## src/rtl/astx_map.vh

```
// Register map, field positions, reset values and timing counts of the serial transceiver
`ifndef ASTX_MAP_VH
`define ASTX_MAP_VH

`define ASTX_ADDR_W 6
`define ASTX_OFF_INTCTL 6'h00
`define ASTX_OFF_PIFLG 6'h04
`define ASTX_OFF_PIEN 6'h08
`define ASTX_OFF_PIPRI 6'h0c
`define ASTX_OFF_RXSC 6'h10
`define ASTX_OFF_TXBUF 6'h14
`define ASTX_OFF_TXSC 6'h18
`define ASTX_OFF_BAUD 6'h1c
`define ASTX_OFF_RXBUF 6'h20

`define ASTX_B_GIE 7
`define ASTX_B_PERIPHERAL_INTERRUPT_ENABLE 6
`define ASTX_B_RX_COMPLETE_FLAG 5
`define ASTX_B_TX_BUFFER_EMPTY_FLAG 4

`define ASTX_B_SERIAL_PORT_ENABLE 7
`define ASTX_B_RX9 6
`define ASTX_B_SINGLE_RECEIVE_ENABLE 5
`define ASTX_B_CONTINUOUS_RECEIVE_ENABLE 4
`define ASTX_B_ADDRESS_DETECT_ENABLE 3
`define ASTX_B_FRAMING_ERROR_FLAG 2
`define ASTX_B_OVERRUN_ERROR_FLAG 1
`define ASTX_B_RX_NINTH_BIT_VALUE 0

`define ASTX_B_CLOCK_SOURCE_SELECT 7
`define ASTX_B_TX9 6
`define ASTX_B_TRANSMIT_ENABLE 5
`define ASTX_B_SYNC 4
`define ASTX_B_HIGH_SPEED_BAUD_SELECT 2
`define ASTX_B_SHIFTER_EMPTY_STATUS 1
`define ASTX_B_TX_NINTH_BIT_VALUE 0

`define ASTX_RST_BYTE 8'h00
`define ASTX_RST_TXSC 8'h02
`define ASTX_TICKS_PER_BIT 4'hf
`define ASTX_MID_BIT 4'h7
`define ASTX_LOW_PRESCALE 2'h3
`define ASTX_BITS_8 4'h8
`define ASTX_BITS_9 4'h9

`endif

```

## src/rtl/astx_top.v

```verilog
// Asynchronous serial transceiver with APB register access
// Functional notes
// Shift register reloads from holding buffer only after previous stop bit is sent.
// Pending word moves to shifter within one cycle; buffer-empty flag then set.
// Buffer-empty flag ignores its enable, cannot be cleared by writes, sets on load.
// Transmit interrupt enable gates the buffer-empty flag onto the interrupt request.
// Read-only shifter-empty bit shows an idle shifter; no interrupt tied to it.
// The transmit shift register has no software address.
// Setting transmit enable sets the buffer-empty flag.
// Buffer-empty flag reads cleared only from the second cycle after the write.
// Nine-bit transmit sends the ninth bit from its register bit.
// Asynchronous mode needs synchronous-select clear and serial port enable set.
// With transmit enabled, writing the holding buffer starts a transmission.
// High-speed baud select picks the faster prescale for transmit and receive.
// Receiver samples the line at sixteen times the bit rate.
// Reception runs only while continuous receive enable is set.
// Each received word sets receive-complete flag; interrupt if enabled.
// Software reads receive status before the received data register.
// Clearing continuous receive enable clears pending receive errors.
// Interrupts need both global and peripheral enable bits set.
// Receive priority bit selects the receive interrupt level.
// Address detect with nine bits drops data words; clearing it admits all.
// Synchronous master mode is half duplex.
// Synchronous select with port enabled turns pins into clock and data lines.
// Clock source select makes the device master driving the clock line.
// Frame: one start, eight or nine data bits LSB first, one stop, no parity.
// Baud generator runs at sixteen or sixty-four times bit rate.
// Asynchronous transfers halt in sleep.
// In address detect, a word with ninth bit one is loaded and flagged.
// Low stop bit sets framing error; word into full buffer sets overrun.
`timescale 1ns/10ps
`include "astx_map.vh"

module astx_top (
    input wire clk_sys,
    input wire sys_rst,
    input wire clk_en,
    input wire sleep_mode,
    input wire psel,
    input wire penable,
    input wire pwrite,
    input wire [31:0] paddr,
    input wire [31:0] pwdata,
    output reg [31:0] prdata,
    output reg pready,
    output reg pslverr,
    input wire tx_ck_in,
    output reg tx_ck_out,
    output reg tx_ck_oe,
    input wire rx_dt_in,
    output reg rx_dt_out,
    output reg rx_dt_oe,
    output reg irq_high,
    output reg irq_low
);

    reg [7:0] intctl;
    reg [7:0] pien;
    reg [7:0] pipri;
    reg [7:0] rxsc_ctl;
    reg [7:0] txsc_ctl;
    reg [7:0] baud;
    reg [7:0] txbuf;
    reg [7:0] rxbuf;
    reg rx_ninth_bit_value;
    reg framing_error_flag;
    reg overrun_error_flag;
    reg tx_buffer_empty_flag;
    reg rx_complete_flag;
    reg txbuf_full;
    reg tx_buffer_empty_flag_clr_pend;
    reg [10:0] tx_shift_register;
    reg [3:0] tx_bits;
    reg [3:0] tx_tick;
    reg tx_busy;
    reg [7:0] brg_cnt;
    reg [1:0] pre_cnt;
    reg samp_tick;
    reg [2:0] rx_sync;
    reg rx_level;
    reg [3:0] rx_tick;
    reg [3:0] rx_bits;
    reg [8:0] rx_shift;
    reg [2:0] rx_state;
    reg [31:0] next_rdata;
    reg next_err;

    localparam [2:0] RX_IDLE = 3'b001;
    localparam [2:0] RX_DATA = 3'b010;
    localparam [2:0] RX_STOP = 3'b100;

    wire serial_port_enable = rxsc_ctl[`ASTX_B_SERIAL_PORT_ENABLE];
    wire sync_sel = txsc_ctl[`ASTX_B_SYNC];
    wire async_on = serial_port_enable & ~sync_sel & ~sleep_mode;
    wire sync_on = serial_port_enable & sync_sel;
    wire transmit_enable = txsc_ctl[`ASTX_B_TRANSMIT_ENABLE];
    wire continuous_receive_enable = rxsc_ctl[`ASTX_B_CONTINUOUS_RECEIVE_ENABLE];
    wire tx9 = txsc_ctl[`ASTX_B_TX9];
    wire rx9 = rxsc_ctl[`ASTX_B_RX9];
    wire address_detect_enable = rxsc_ctl[`ASTX_B_ADDRESS_DETECT_ENABLE];
    wire high_speed_baud_select = txsc_ctl[`ASTX_B_HIGH_SPEED_BAUD_SELECT];
    wire [`ASTX_ADDR_W-1:0] addr = paddr[`ASTX_ADDR_W-1:0];
    wire acc_done = psel & penable & pready;
    wire wr_en = acc_done & pwrite & ~pslverr;
    wire rd_en = acc_done & ~pwrite & ~pslverr;
    wire [7:0] wbyte = pwdata[7:0];
    wire base_tick = (brg_cnt == 8'h00);
    wire rx_run = async_on & continuous_receive_enable;
    wire tx_load = async_on & transmit_enable & txbuf_full & ~tx_busy;
    wire [3:0] rx_nbits = rx9 ? `ASTX_BITS_9 : `ASTX_BITS_8;
    wire [3:0] tx_nbits = tx9 ? `ASTX_BITS_9 : `ASTX_BITS_8;
    // Stop bit is judged sixteen ticks after the last data sample, at its centre
    wire rx_word_done = (rx_state == RX_STOP) & samp_tick & (rx_tick == `ASTX_TICKS_PER_BIT);
    // Ninth bit is the last shifted in, so it sits at the top of the shifter
    wire rx_ninth = rx9 ? rx_shift[8] : 1'b0;
    wire rx_keep = ~(address_detect_enable & rx9 & ~rx_ninth);
    wire rx_deliver = rx_word_done & rx_keep & ~rx_complete_flag;
    wire rx_overrun = rx_word_done & rx_keep & rx_complete_flag;
    wire [7:0] rxsc_rd = {rxsc_ctl[7:3], framing_error_flag, overrun_error_flag, rx_ninth_bit_value};
    wire [7:0] txsc_rd = {txsc_ctl[7:4], 1'b0, txsc_ctl[2], ~tx_busy, txsc_ctl[0]};
    wire [7:0] pif_rd = {2'b00, rx_complete_flag, tx_buffer_empty_flag, 4'h0};
    wire transmit_enable_rise = wr_en & (addr == `ASTX_OFF_TXSC) & wbyte[`ASTX_B_TRANSMIT_ENABLE] & ~transmit_enable;

    // Read mux; the shift register deliberately has no decode entry
    always @* begin
        next_rdata = 32'h0000_0000;
        next_err = 1'b0;
        case (addr)
            `ASTX_OFF_INTCTL: next_rdata[7:0] = intctl;
            `ASTX_OFF_PIFLG: next_rdata[7:0] = pif_rd;
            `ASTX_OFF_PIEN: next_rdata[7:0] = pien;
            `ASTX_OFF_PIPRI: next_rdata[7:0] = pipri;
            `ASTX_OFF_RXSC: next_rdata[7:0] = rxsc_rd;
            `ASTX_OFF_TXBUF: next_rdata[7:0] = txbuf;
            `ASTX_OFF_TXSC: next_rdata[7:0] = txsc_rd;
            `ASTX_OFF_BAUD: next_rdata[7:0] = baud;
            `ASTX_OFF_RXBUF: next_rdata[7:0] = rxbuf;
            default: next_err = 1'b1;
        endcase
        if (paddr[31:`ASTX_ADDR_W] != 26'h000_0000) begin
            next_err = 1'b1;
        end
    end

    // APB slave: one wait state, answer in the second access cycle
    always @(posedge clk_sys) begin
        if (sys_rst) begin
            pready <= 1'b0;
            pslverr <= 1'b0;
            prdata <= 32'h0000_0000;
        end else if (clk_en) begin
            pready <= psel & penable & ~pready;
            if (psel & penable & ~pready) begin
                pslverr <= next_err;
                prdata <= pwrite ? 32'h0000_0000 : next_rdata;
            end else begin
                pslverr <= 1'b0;
            end
        end
    end

    // Software-written control registers
    always @(posedge clk_sys) begin
        if (sys_rst) begin
            intctl <= `ASTX_RST_BYTE;
            pien <= `ASTX_RST_BYTE;
            pipri <= `ASTX_RST_BYTE;
            rxsc_ctl <= `ASTX_RST_BYTE;
            txsc_ctl <= `ASTX_RST_TXSC;
            baud <= `ASTX_RST_BYTE;
            txbuf <= `ASTX_RST_BYTE;
        end else if (clk_en && wr_en) begin
            case (addr)
                `ASTX_OFF_INTCTL: intctl <= wbyte;
                `ASTX_OFF_PIEN: pien <= wbyte;
                `ASTX_OFF_PIPRI: pipri <= wbyte;
                `ASTX_OFF_RXSC: rxsc_ctl <= {wbyte[7:3], 3'b000};
                `ASTX_OFF_TXSC: txsc_ctl <= {wbyte[7:4], 1'b0, wbyte[2], 1'b0, wbyte[0]};
                `ASTX_OFF_BAUD: baud <= wbyte;
                `ASTX_OFF_TXBUF: txbuf <= wbyte;
                default: intctl <= intctl;
            endcase
        end
    end

    // Baud generator: base tick every baud+1 clocks, x16 sample tick after prescale
    always @(posedge clk_sys) begin
        if (sys_rst) begin
            brg_cnt <= 8'h00;
            pre_cnt <= 2'b00;
            samp_tick <= 1'b0;
        end else if (clk_en) begin
            brg_cnt <= base_tick ? baud : brg_cnt - 8'h01;
            samp_tick <= 1'b0;
            if (base_tick) begin
                pre_cnt <= pre_cnt + 2'b01;
                // Low speed divides the x64 base by four to reach x16
                samp_tick <= high_speed_baud_select | (pre_cnt == `ASTX_LOW_PRESCALE);
            end
        end
    end

    // Transmit flags: buffer full, buffer-empty flag with delayed clear
    always @(posedge clk_sys) begin
        if (sys_rst) begin
            txbuf_full <= 1'b0;
            tx_buffer_empty_flag <= 1'b0;
            tx_buffer_empty_flag_clr_pend <= 1'b0;
        end else if (clk_en) begin
            tx_buffer_empty_flag_clr_pend <= wr_en & (addr == `ASTX_OFF_TXBUF);
            if (wr_en && addr == `ASTX_OFF_TXBUF) begin
                txbuf_full <= 1'b1;
            end else if (tx_load) begin
                txbuf_full <= 1'b0;
            end
            // Set wins over the delayed clear
            if (tx_load || transmit_enable_rise) begin
                tx_buffer_empty_flag <= 1'b1;
            end else if (tx_buffer_empty_flag_clr_pend) begin
                tx_buffer_empty_flag <= 1'b0;
            end
        end
    end

    // Transmit shifter: frame held as {stop, ninth, data, start}, LSB out first
    always @(posedge clk_sys) begin
        if (sys_rst) begin
            tx_shift_register <= 11'h7ff;
            tx_bits <= 4'h0;
            tx_tick <= 4'h0;
            tx_busy <= 1'b0;
        end else if (clk_en) begin
            if (tx_load) begin
                tx_busy <= 1'b1;
                tx_tick <= 4'h0;
                tx_bits <= tx_nbits + 4'h1;
                if (tx9) begin
                    tx_shift_register <= {1'b1, txsc_ctl[`ASTX_B_TX_NINTH_BIT_VALUE], txbuf, 1'b0};
                end else begin
                    tx_shift_register <= {2'b11, txbuf, 1'b0};
                end
            end else if (tx_busy && async_on && samp_tick) begin
                tx_tick <= tx_tick + 4'h1;
                if (tx_tick == `ASTX_TICKS_PER_BIT) begin
                    tx_shift_register <= {1'b1, tx_shift_register[10:1]};
                    tx_bits <= tx_bits - 4'h1;
                    // Busy ends once the stop bit has had its full period, or at once if the serial port is disabled
                    if (tx_bits == 4'h0) begin
                        tx_busy <= 1'b0;
                    end
                end
            end else if (!serial_port_enable) begin
                tx_busy <= 1'b0;
            end
        end
    end

    // Line input: three stages, level accepted when the last two agree
    always @(posedge clk_sys) begin
        if (sys_rst) begin
            rx_sync <= 3'b111;
            rx_level <= 1'b1;
        end else if (clk_en) begin
            rx_sync <= {rx_sync[1:0], rx_dt_in};
            if (rx_sync[1] == rx_sync[2]) begin
                rx_level <= rx_sync[2];
            end
        end
    end

    // Receiver: mid-bit sampling at x16; idle line is high
    always @(posedge clk_sys) begin
        if (sys_rst) begin
            rx_state <= RX_IDLE;
            rx_tick <= 4'h0;
            rx_bits <= 4'h0;
            rx_shift <= 9'h000;
        end else if (clk_en) begin
            if (!rx_run || (sync_on && tx_busy)) begin
                rx_state <= RX_IDLE;
                rx_tick <= 4'h0;
            end else if (samp_tick) begin
                rx_tick <= rx_tick + 4'h1;
                case (rx_state)
                    RX_IDLE: begin
                        if (rx_level) begin
                            rx_tick <= 4'h0;
                        end else if (rx_tick == `ASTX_MID_BIT) begin
                            rx_tick <= 4'h0;
                            rx_bits <= 4'h0;
                            rx_state <= RX_DATA;
                        end
                    end
                    RX_DATA: begin
                        if (rx_tick == `ASTX_TICKS_PER_BIT) begin
                            // Right-align: eight-bit words land in [7:0] after shifting
                            if (rx9) begin
                                rx_shift <= {rx_level, rx_shift[8:1]};
                            end else begin
                                rx_shift <= {1'b0, rx_level, rx_shift[7:1]};
                            end
                            rx_bits <= rx_bits + 4'h1;
                            if (rx_bits == rx_nbits - 4'h1) begin
                                rx_state <= RX_STOP;
                            end
                        end
                    end
                    RX_STOP: begin
                        if (rx_tick == `ASTX_TICKS_PER_BIT) begin
                            rx_state <= RX_IDLE;
                            rx_tick <= 4'h0;
                        end
                    end
                    default: rx_state <= RX_IDLE;
                endcase
            end
        end
    end

    // Receive buffer, status and errors
    always @(posedge clk_sys) begin
        if (sys_rst) begin
            rxbuf <= `ASTX_RST_BYTE;
            rx_ninth_bit_value <= 1'b0;
            framing_error_flag <= 1'b0;
            overrun_error_flag <= 1'b0;
            rx_complete_flag <= 1'b0;
        end else if (clk_en) begin
            if (rx_deliver) begin
                rxbuf <= rx_shift[7:0];
                rx_ninth_bit_value <= rx_ninth;
                framing_error_flag <= ~rx_level;
                rx_complete_flag <= 1'b1;
            end else if (rd_en && addr == `ASTX_OFF_RXBUF) begin
                rx_complete_flag <= 1'b0;
            end
            if (!continuous_receive_enable) begin
                overrun_error_flag <= 1'b0;
                framing_error_flag <= 1'b0;
            end else if (rx_overrun) begin
                overrun_error_flag <= 1'b1;
            end
        end
    end

    // Pins and interrupt requests
    always @(posedge clk_sys) begin
        if (sys_rst) begin
            tx_ck_out <= 1'b1;
            tx_ck_oe <= 1'b0;
            rx_dt_out <= 1'b1;
            rx_dt_oe <= 1'b0;
            irq_high <= 1'b0;
            irq_low <= 1'b0;
        end else if (clk_en) begin
            if (sync_on) begin
                tx_ck_oe <= txsc_ctl[`ASTX_B_CLOCK_SOURCE_SELECT];
                if (samp_tick) begin
                    tx_ck_out <= ~tx_ck_out;
                end
                rx_dt_oe <= tx_busy;
                rx_dt_out <= tx_shift_register[0];
            end else begin
                tx_ck_oe <= async_on;
                tx_ck_out <= tx_shift_register[0] | ~tx_busy;
                rx_dt_oe <= 1'b0;
                rx_dt_out <= 1'b1;
            end
            irq_high <= intctl[`ASTX_B_GIE] & intctl[`ASTX_B_PERIPHERAL_INTERRUPT_ENABLE] &
                ((rx_complete_flag & pien[`ASTX_B_RX_COMPLETE_FLAG] & pipri[`ASTX_B_RX_COMPLETE_FLAG]) |
                 (tx_buffer_empty_flag & pien[`ASTX_B_TX_BUFFER_EMPTY_FLAG] & pipri[`ASTX_B_TX_BUFFER_EMPTY_FLAG]));
            irq_low <= intctl[`ASTX_B_GIE] & intctl[`ASTX_B_PERIPHERAL_INTERRUPT_ENABLE] &
                ((rx_complete_flag & pien[`ASTX_B_RX_COMPLETE_FLAG] & ~pipri[`ASTX_B_RX_COMPLETE_FLAG]) |
                 (tx_buffer_empty_flag & pien[`ASTX_B_TX_BUFFER_EMPTY_FLAG] & ~pipri[`ASTX_B_TX_BUFFER_EMPTY_FLAG]));
        end
    end

endmodule // astx_top

```

## config.mk

```make
export PLATFORM = sky130hd
export DESIGN_NAME = astx_top
export DESIGN_NICKNAME = d
export VERILOG_FILES = /design/src/rtl/astx_top.v
export VERILOG_INCLUDE_DIRS = /design/src /design/src/rtl
export SDC_FILE = /design/constraint.sdc
export NUM_CORES = 1
export LEC_CHECK = 0
export ABC_AREA = 1
export BUFFER_PORTS_ARGS = -buffer_cell sky130_fd_sc_hd__buf_2
export CAP_MARGIN = 10
export CORE_UTILIZATION = 55
export DETAILED_ROUTE_END_ITERATION = 10
export PLACE_DENSITY = 0.78
export SLEW_MARGIN = 10
export SYNTH_ARGS = -nofsm -noshare
export SYNTH_HDL_FRONTEND = slang
export SYNTH_SLANG_ARGS = --single-unit
```

## constraint.sdc

```tcl
create_clock -name clk_sys -period 2.5 [get_ports clk_sys]
set_clock_uncertainty 0.05 [all_clocks]
set_input_delay 0.25 -clock clk_sys [delete_from_list [all_inputs] [get_ports clk_sys]]
set_output_delay 0.25 -clock clk_sys [all_outputs]
set_load 0.01 [all_outputs]
```

==> qor.txt <==
Worst Max-Slew Pin Slew -> 0.6566 ns
final number of hold-violating endpoints -> 0
worst vdd rail ir drop -> 0.0007674 V
P&R area growth vs syn -> 13.92%
number of H-tree levels -> 4
aggregate routed wire length -> 16940 um
CTS Buffer Depth -> 2
multi-input logic area -> 3405 um^2
pin count of the biggest net entering global routing -> 64
Tmin final -> 1.928 ns
placement-stage cell area -> 7053 um^2
P_sw -> 1.398 mW
Worst Setup Start Kind -> flip-flop
fill cell instance count of the final layout -> 1086
all-layer global routing usage -> 28.22%
Data required, critical path -> 2.79 ns
antenna violations before repair -> 0
num ports -> 113
proportion of synthesized flip-flops having asynchronous set or reset -> 0%
final HPWL from detailed placement -> 11800 um
count of yosys warnings during synthesis -> 0
via count normalized by instance count -> 5.286
RSZ-0062 raised after global routing -> false
Power per Cell Area -> 706.6 nW/um^2
number of distinct standard cells referenced by the synthesized netlist -> 38
per-cell routed wire length -> 14.09 um
run status -> finished clean
power share of the sequential group -> 42.2%
total power -> 5.413 mW
final non-filler cell area -> 7660 um^2
cell with the most instances after synthesis -> nand2_1
total overflow reported by the global router -> 0
design internal power -> 4.014 mW
proportion of total power due to net switching -> 25.83%
Setup Viol. Count Final -> 0
worst max-slew margin expressed relative to the limit -> 56.06%
violation count after the first detailed-route iteration -> 576
mean area per synthesized cell -> 6.840 um^2
leading post-synthesis cells by cell area -> dfxtp_1 (40%), nand2_1 (12%), nor2_1 (8.4%)
sequential cell area fraction in the yosys report -> 40.49%
Crit Path Class -> reg2reg
count of inserted antenna diode cells -> 0
number of max-slew violations in the final report -> 0
post-synthesis instance area -> 6724 um^2
Num Clock Sinks -> 136
wire length of the first global-routing pass -> 28040 um
EDFF count, synth -> 0
First-pass DRT Iterations -> 5
post-placement setup slack -> 0.5716 ns
most numerous cell types in the synthesized netlist -> nand2_1 (210), nor2_1 (150), dfxtp_1 (136)
post-route ant nets -> 0
top_reg_cell synth -> dfxtp_1
routability cong. -> 0.9705
core outline area -> 11960 um^2
standby leakage power -> 3.485 nW
arrival time at the worst endpoint -> 2.22 ns
share of the clock period used by the worst path -> 77.14%
sequential cell area -> 2723 um^2
TritonCTS clock tree -> built
ratio of cells with drive above 1 in the final layout -> 14.41%
DRC violations left -> 0
Gates resized, CTS repair -> 0
library cell with the largest summed area after synthesis -> dfxtp_1
clock transition time at the flip-flop clock pins of the worst setup and hold paths -> 0.06 ns
class of the tightest hold or removal check -> in2reg
final setup slack of the worst path -> 0.5716 ns
largest driver fanout on the critical path -> 19
worst skew pair latency -> 0.42 ns
Seq cells post-synth -> 136
starting density of the core -> 56.21%
highest clock rate -> 0.5186 GHz
number of clock buffers inserted by TritonCTS -> 17
die width -> 112.6 um
setup TNS after final layout -> 0 ns
combinational share of power -> 10.8%
Total Nets Final -> 1123
CTS root buf -> clkbuf_16
area share of the leading cell type in the synthesized netlist -> 40.49%
number of instances in the synthesized netlist -> 983
power share of the clock group -> 47.0%
number of global-route vias before repair -> 5669
count of maximum capacitance violations -> 0
Critical Path Sink Type -> flip-flop
Placement Rows -> 40
total vias in the final route -> 6354
number of buffers inserted by port buffering -> 63
die span in y -> 112.6 um
die area -> 12670 um^2
repair_timing:
action | in CTS | in global routing
buffers inserted | 0 | 0
hold endpoints to repair | 1 | 0
hold buffers | 1 | 0
endpoints found under the setup margin | 0 | 0
placed cells by master (no fill, tap or decap), types with 17 or more instances in the layout:
cell / synthesis / layout
conb_1: 1 / 24
a21oi_1: 71 / 71
clkbuf_16: 0 / 17
nand2_1: 210 / 210
nand4_1: 22 / 22
nor2_1: 150 / 150
buf_2: 5 / 63
nand3_1: 67 / 67
o21ai_0: 100 / 100
inv_2: 17 / 18
dfxtp_1: 136 / 136
inv_1: 73 / 72
per-layer routing:
layer / global-route usage [%] / up-vias / routed length, um
met5: 0 / - / 0
met4: 11.11 / 0 / 451
met3: 8.045 / 38 / 1216
met2: 42.55 / 218 / 7424
met1: 38.03 / 2800 / 7842
li1: - / 3298 / -
stage by stage:
stage               utilization [%]  std cells  hold slack [ns]
floorplan                         -       1006           0.3263
global placement              58.96       1169           0.3927
detailed placement            58.96       1169           0.3929
CTS                           64.04       1202           0.1251
global route                  64.04       1202           0.1382
finish                        64.04       1202           0.1412
registers in the layout, summed over array words and instances, names as in the netlist, 8 cells and up:
signal             count
tx_shift_register     10
rx_shift               9
baud                   8
brg_cnt                8
intctl                 8
pien                   8
pipri                  8
prdata                 8
rxbuf                  8
txbuf                  8
critical path, cell delays in order, from the launching register on:
cell and delay, ns:
dfxtp_1 0.38, ha_1 0.18, nand2_1 0.08, nor2_1 0.21
inv_1 0.10, nor2_2 0.14, nand2_2 0.09, nor2_4 0.33
o21ai_0 0.13, a31oi_1 0.16
cells by family after synthesis:
| family | share of synthesized area (%) |
|---|---|
| simple gates | 31.47 |
| compound gates | 15.43 |
| buf+inv | 10.16 |
| flops | 40.49 |
| fa+ha+maj | 1.489 |
| xor+xnor | 0.9118 |
| other cells | 0.05577 |
power by group through the flow:
stage	logic (mW)	registers, mW	clock network, mW
floorplan	0.438	2.32	0
finish	0.585	2.29	2.54
detailed placement	0.570	2.33	0
global route	0.667	2.30	2.68
CTS	0.578	2.28	2.57
global placement	0.556	2.33	0
layout make-up:
class,instances,area share (%)
Multi-Input combinational cell,723,44.45
Sequential cell,136,35.54
Clock buffer,19,5.782
Timing Repair Buffer,73,5.292
Inverter,91,4.525
Tap cell,147,2.401
Clock inverter,13,2.009
path summary, 6_finish.rpt:
path	from	endpoint	slack (ns)	depth (start not counted)
max reg2reg	rx_tick[0]	framing_error_flag	0.57	9
max	rx_tick[0]	framing_error_flag	0.57	9
min reg2reg	rx_sync[0]	rx_sync[0]	0.40	2
min	paddr[31]	pslverr	0.14	5
No activity file was read; power rests on OpenSTA's default activity.
